File: config.mk
export PLATFORM = sky130hd
export DESIGN_NAME = bhrd_top
export DESIGN_NICKNAME = d
export VERILOG_FILES = /design/src/hw/bhrd_top.v /design/src/hw/bhrd_wmark_reg.v
export VERILOG_INCLUDE_DIRS = /design/src /design/src/hw
export SDC_FILE = /design/constraint.sdc
export NUM_CORES = 1
export LEC_CHECK = 0
export BUFFER_PORTS_ARGS = -buffer_cell sky130_fd_sc_hd__buf_2
export CORE_ASPECT_RATIO = 0.6
export CORE_MARGIN = 2
export CORE_UTILIZATION = 44
export CTS_BUF_LIST = sky130_fd_sc_hd__clkbuf_16
export CTS_CLUSTER_DIAMETER = 30
export DETAILED_ROUTE_END_ITERATION = 10
export PLACE_DENSITY = 0.88
export SKIP_LAST_GASP = 1
export SYNTH_ARGS = -nofsm -noshare
export SYNTH_HDL_FRONTEND = slang
export SYNTH_SLANG_ARGS = --single-unit
export TNS_END_PERCENT = 100
File: constraint.sdc
create_clock -name i_sys_clk -period 2.9 [get_ports i_sys_clk]
set_input_delay 0.29 -clock i_sys_clk [delete_from_list [all_inputs] [get_ports i_sys_clk]]
set_output_delay 0.29 -clock i_sys_clk [all_outputs]
set_load 0.1 [all_outputs]
File: src/hw/bhrd_map.vh
// Register offsets, field positions and reset values of the banked host register decode.
`ifndef BHRD_MAP_VH
`define BHRD_MAP_VH
// ----------------------------------------------------------------------------
// Offsets inside a bank (byte offsets of the 32-byte I/O window; address bit 4 is not decoded)
// ----------------------------------------------------------------------------
`define BHRD_OFS_BASE_ADDR       4'h0
`define BHRD_OFS_WATERMARK       4'h4
`define BHRD_OFS_BANK_SEL        4'he
`define BHRD_OFS_BANK_SEL_DW     4'hc
// ----------------------------------------------------------------------------
// Banks and fields
// ----------------------------------------------------------------------------
`define BHRD_BANK_W              6
`define BHRD_BANK_ZERO           6'h00
`define BHRD_BANK_RSVD_FIRST     6'h38
`define BHRD_BASE_RESET          16'h0300
`define BHRD_BASE_RW_MASK        16'hffe0
`define BHRD_WMARK_BIT           12
`define BHRD_WMARK_RESET         1'b0
`define BHRD_EEPROM_BASE_WORD    8'h00
`endif

File: src/hw/bhrd_top.v
// Host register decode: base address claim, bank select and bank 0 registers.
`timescale 1ns/100ps
`include "bhrd_map.vh"
module bhrd_top #(
  parameter BANK_W = `BHRD_BANK_W
) (
  input  wire               i_sys_clk,
  input  wire               i_nrst,
  input  wire               i_ce,
  input  wire [15:0]        i_addr,
  input  wire [3:0]         i_be,
  input  wire               i_wr,
  input  wire               i_rd,
  input  wire [31:0]        i_wdata,
  input  wire               i_eeprom_load_enable_pin,
  input  wire               i_eeprom_valid,
  input  wire [15:0]        i_eeprom_word0,
  input  wire               i_wmark_event,
  output reg  [31:0]        o_rdata,
  output reg                o_hit,
  output reg  [BANK_W-1:0]  o_bank_choice_field,
  output reg  [15:0]        o_host_base_address,
  output reg                o_wmark_2k,
  output reg                o_load_done
);
  // ----------------------------------------------------------------------------
  // Address decode
  // ----------------------------------------------------------------------------
  // The access claims the device when the upper bus bits equal the base.
  wire       hit_w = (i_addr[15:8] == o_host_base_address[15:8]) &&
                     (i_addr[7:5]  == o_host_base_address[7:5]);
  wire [3:0] ofs_w = {i_addr[3:2], 2'b00};
  // Bank select is seen in the dword at 0xC, written through lane 2 only.
  wire       bsel_w = hit_w && (ofs_w == `BHRD_OFS_BANK_SEL_DW);
  // Banks 56..63 answer nothing besides the bank select register.
  wire       rsvd_bank_w = (o_bank_choice_field >= `BHRD_BANK_RSVD_FIRST);
  wire       bank0_w = hit_w && !rsvd_bank_w &&
                       (o_bank_choice_field == `BHRD_BANK_ZERO);
  wire       base_sel_w  = bank0_w && (ofs_w == `BHRD_OFS_BASE_ADDR);
  wire       wmark_sel_w = bank0_w && (ofs_w == `BHRD_OFS_WATERMARK);
  wire       wr_w = i_ce && i_wr;
  wire       wmark_q;

  // ----------------------------------------------------------------------------
  // Watermark register
  // ----------------------------------------------------------------------------
  bhrd_wmark_reg u_wmark (
    .i_sys_clk  (i_sys_clk),
    .i_nrst     (i_nrst),
    .i_ce       (i_ce),
    // Writes before the base load finishes are refused, as for every register.
    .i_wr       (i_wr && wmark_sel_w && o_load_done),
    .i_lane_hi  (i_be[1]),
    .i_wdata    (i_wdata[`BHRD_WMARK_BIT]),
    .o_sel_2k_r (wmark_q)
  );

  // ----------------------------------------------------------------------------
  // Bank select and base address
  // ----------------------------------------------------------------------------
  // Strap is caught after reset release, never inside the async branch.
  always @(posedge i_sys_clk or negedge i_nrst) begin
    if (!i_nrst) begin
      o_bank_choice_field <= {BANK_W{1'b0}};
      o_host_base_address <= `BHRD_BASE_RESET;
      o_load_done         <= 1'b0;
    end else if (i_ce) begin
      if (!o_load_done) begin
        if (!i_eeprom_load_enable_pin) begin
          o_load_done <= 1'b1;
        end else if (i_eeprom_valid) begin
          // Read-only low bits stay zero whatever the EEPROM holds.
          o_host_base_address <= i_eeprom_word0 & `BHRD_BASE_RW_MASK;
          o_load_done         <= 1'b1;
        end
      end else if (wr_w) begin
        // Lanes 0..1 of the dword at 0xC are reserved and left alone.
        if (bsel_w && i_be[2]) begin
          o_bank_choice_field <= i_wdata[16 +: BANK_W];
        end
        // Only the register changes; no EEPROM write path exists.
        if (base_sel_w && i_be[0]) begin
          o_host_base_address[7:5] <= i_wdata[7:5];
        end
        if (base_sel_w && i_be[1]) begin
          o_host_base_address[15:8] <= i_wdata[15:8];
        end
      end
    end
  end

  // ----------------------------------------------------------------------------
  // Read data and status outputs
  // ----------------------------------------------------------------------------
  // Registered read data gives one cycle of latency; unmapped reads return zero.
  always @(posedge i_sys_clk or negedge i_nrst) begin
    if (!i_nrst) begin
      o_rdata    <= 32'h0000_0000;
      o_hit      <= 1'b0;
      o_wmark_2k <= 1'b0;
    end else if (i_ce) begin
      o_hit      <= hit_w && (i_rd || i_wr);
      o_wmark_2k <= wmark_q;
      if (i_rd && bsel_w) begin
        o_rdata <= {{(16-BANK_W){1'b0}}, o_bank_choice_field, 16'h0000};
      end else if (i_rd && base_sel_w) begin
        o_rdata <= {16'h0000, o_host_base_address};
      end else if (i_rd && wmark_sel_w) begin
        o_rdata <= {19'h00000, wmark_q, 12'h000};
      end else begin
        o_rdata <= 32'h0000_0000;
      end
    end
  end

  // No implemented register here has write-one-to-clear bits; the event input
  // is accepted so a later sticky flag can be added with set winning clear.
  wire unused_w = i_wmark_event;
endmodule // bhrd_top

File: src/hw/bhrd_wmark_reg.v
// Single-bit receive-queue watermark selector register with byte-lane write.
`timescale 1ns/100ps
`include "bhrd_map.vh"
module bhrd_wmark_reg (
  input  wire i_sys_clk,
  input  wire i_nrst,
  input  wire i_ce,
  input  wire i_wr,
  input  wire i_lane_hi,
  input  wire i_wdata,
  output reg  o_sel_2k_r
);
  // ----------------------------------------------------------------------------
  // Storage
  // ----------------------------------------------------------------------------
  // Bit 12 lives in the upper byte, so only an upper-lane write touches it.
  always @(posedge i_sys_clk or negedge i_nrst) begin
    if (!i_nrst) begin
      o_sel_2k_r <= `BHRD_WMARK_RESET;
    end else if (i_ce && i_wr && i_lane_hi) begin
      o_sel_2k_r <= i_wdata;
    end
  end
endmodule // bhrd_wmark_reg

==> run metrics <==
Seq/Total Area, Yosys=49.3%; Post-synth top flop=dfrtp_1; DRT antenna net count=0; H-Tree Depth=2; Worst VDD drop=0.418 mV; Max Fclk=478 MHz; slowest CP cell=dfstp_2; drt wl/cell=14.7 um; syn_area_per_cell=12.0 um2; cells after synthesis=161; Fill cells=368; Slew Viols, Final=0; CP required=3060 ps; Pint=921 uW; Worst Path Buf+Inv=0; reg2reg setup slack=between 800 and 900 ps; Tot GR Track Use=18.1%; Vias=1540; routed length on met1=2210 um; Post-Synth Adder-Cell Area=0%; Power Total=1410 uW; GPL Wtd Cong=between 0.7 and 0.8; Top Layer Used=met4; Gate power share=23.7%; I/O pin cnt=133; met2 wire length=2020 um; hold_ws=~120 ps; iteration-0 DRC count of the detailed router=54; num rows=18; Async SR Flop Fraction=100%; Compound-Gate Fraction of Synth Area=16.4%; clk buf depth=2; diode count=0; Clk pwr share=36.3%; final worst path period share=72.1%; Starting Density=roughly 46%; vias in the first global route=1391; largest family of logic cells by synthesized area=compound AO/OA/AOI/OAI gates; CTS Buf Count=5; Post-synth EDFFs=0; Nets=around 330; simple-gate portion of the synthesized area=13.4%; Final Hold Fails=0; worst reg2reg startpoint=o_host_base_address[9]; Clock Tree Root=clkbuf_16; Slew @ Worst Pin=833 ps; clk_skew=3.91 ps; mux cell area share after synthesis=5.17%; hpwl dp=around 3600 um; synth-to-layout area growth=28.8%; Critical Path, Cell by Cell=xnor2_1 -> nand3_1 -> nor3_4 -> a41oi_4 -> a221o_1; XOR/XNOR share of the synthesized area=between 4 and 5%; Min-Delay Path Class=in -> async; Final min period=2090 ps; initial antenna violation count=0; sw frac=34.7%; register bit total from synthesis=38; detailed-route vias per instance=roughly 4.9; Reg power frac=40.0%; slew margin rel.=44.5%; endpoint class of the critical path=flop; clock sinks=38; met3 wire length=between 300 and 400 um; post-CTS setup buffer count=0; RSZ-0062 raised after global routing=false; Port Buf Inserts=87; Synth top cells by count=dfrtp_1, buf_4, and2_1; Power Density=566 nW/um2; first-pass GRT wire length=6840 um; synth warn=0; die height=55.4 um; worst-case reg-to-reg path depth=5; Arrival @ worst endpoint=2250 ps; post-synthesis cell type count=35; post-synth top area share=46.5%; top cell family by delay on the critical path=compound AO/OA/AOI/OAI gates; area occupied by multi-input gates=850 um2; # DRC=0; largest net degree at the start of global routing=39; die span in x=roughly 90 um; Reg-to-Reg End=o_host_base_address[13]; CP Launch Type=flop; post_cts resized=0; CTS tree=built; leakage dissipation=0.00132 uW; Routed WL=4580 um; core area=4170 um2; count leader, synth=dfrtp_1; Max stage delay on crit path=570 ps; register area=roughly 950 um2; Switch Pwr=490 uW; total congestion overflow=0; DRT Pass-1 Iters=4; setup violators final=0; max capacitance violation total=0; Setup TNS=0 ps; ranking of synthesized cells by area=dfrtp_1, buf_4, a221o_1, xnor2_1, mux2_2; Hold Buf Count CTS=0; clk slew on worst S/H paths=60 ps; Post-Syn Area=1940 um2; Die Footprint=4960 um2; area leader, netlist=dfrtp_1; layout cells sized above 1=44.8%; Setup Crit Path Kind=reg -> reg; status=finished, final reports clean; Max FO, Critical Path=9; worst skew pair latency=270 ps
## sequential cells by signal (all words and copies together) (netlist names)
name                 flops
o_rdata                 17
o_host_base_address     11
o_bank_choice_field      6
o_hit                    1
o_load_done              1
o_wmark_2k               1
u_wmark.o_sel_2k_r       1
## worst register-to-register path: stages (launching register included)
cell and delay (ps):
dfstp_2 570, xnor2_1 150, nand3_1 160, nor3_4 460
a41oi_4 270, a221o_1 360
## final cells by class
cell class                      instances  area share [%]
Sequential cell                        38            38.3
Clock buffer                            5            5.02
Timing Repair Buffer                   88            17.8
Inverter                                8            1.20
Tap cell                               60            3.01
Multi-Input combinational cell        110            34.1
Clock inverter                          3           0.653
## logic make-up (layout without fill, tap and decap cells)
| logic type | Yosys count | in the layout |
|---|---|---|
| muxes | 9 | 9 |
| xor gates and xnor gates | 11 | 11 |
| buffers and inverters | 32 | 104 |
| and+or+nand+nor | 37 | 37 |
| DFF | 38 | 38 |
| other | 1 | 20 |
| AOI/OAI and AO/OA | 33 | 33 |
## placed cells by master (no fill, tap or decap), types with 2 or more instances in the layout
master	Yosys	routed
and4_1	2	2
nand4_1	7	7
and2_1	12	12
nor2_1	3	3
a221o_1	11	11
clkbuf_16	0	5
dfstp_2	2	2
xnor2_1	11	11
and3_1	3	3
mux2_2	8	8
nand2_1	2	2
inv_1	7	7
a22o_1	9	9
o2bb2ai_1	6	6
and4_2	2	2
conb_1	1	20
buf_2	1	87
dfrtp_1	36	36
## stage by stage
stage	area, um2	utilization [%]	instances	worst slack, ps
finish	2490	59.8	312	809
global route	2490	59.8	312	717
CTS	2490	59.8	312	820
detailed placement	2350	56.4	304	831
global placement	2350	56.4	304	873
floorplan	2010	-	180	543
## power groups by stage
stage,registers [uW],logic (uW),clock network (uW)
6_report,565,334,512
3_3_place_gp,573,330,0
4_1_cts,565,334,518
3_5_place_dp,574,333,0
2_1_floorplan,668,184,0
5_1_grt,567,347,546
## worst max path at each step
| stage | start | endpoint | slack, ps | cells past startpoint |
|---|---|---|---|---|
| 6_report | o_host_base_address[9] | o_host_base_address[13] | 810 | 5 |
| 2_1_floorplan | o_host_base_address[5] | o_host_base_address[5] | 540 | 5 |
| 4_1_cts | o_host_base_address[9] | o_host_base_address[7] | 820 | 5 |
| 3_5_place_dp | o_host_base_address[9] | o_host_base_address[13] | 830 | 5 |
| 3_3_place_gp | o_host_base_address[9] | o_host_base_address[7] | 870 | 5 |
| 5_1_grt | o_host_base_address[6] | o_host_base_address[6] | 720 | 5 |
## metal layers
layer  GRT usage (%)  vias to the layer above
met4            4.05                        0
met2            25.5                       61
met3            5.98                        4
li1                -                      745
met5               0                        -
met1            26.8                      730
(Power assumes the default switching activity.)
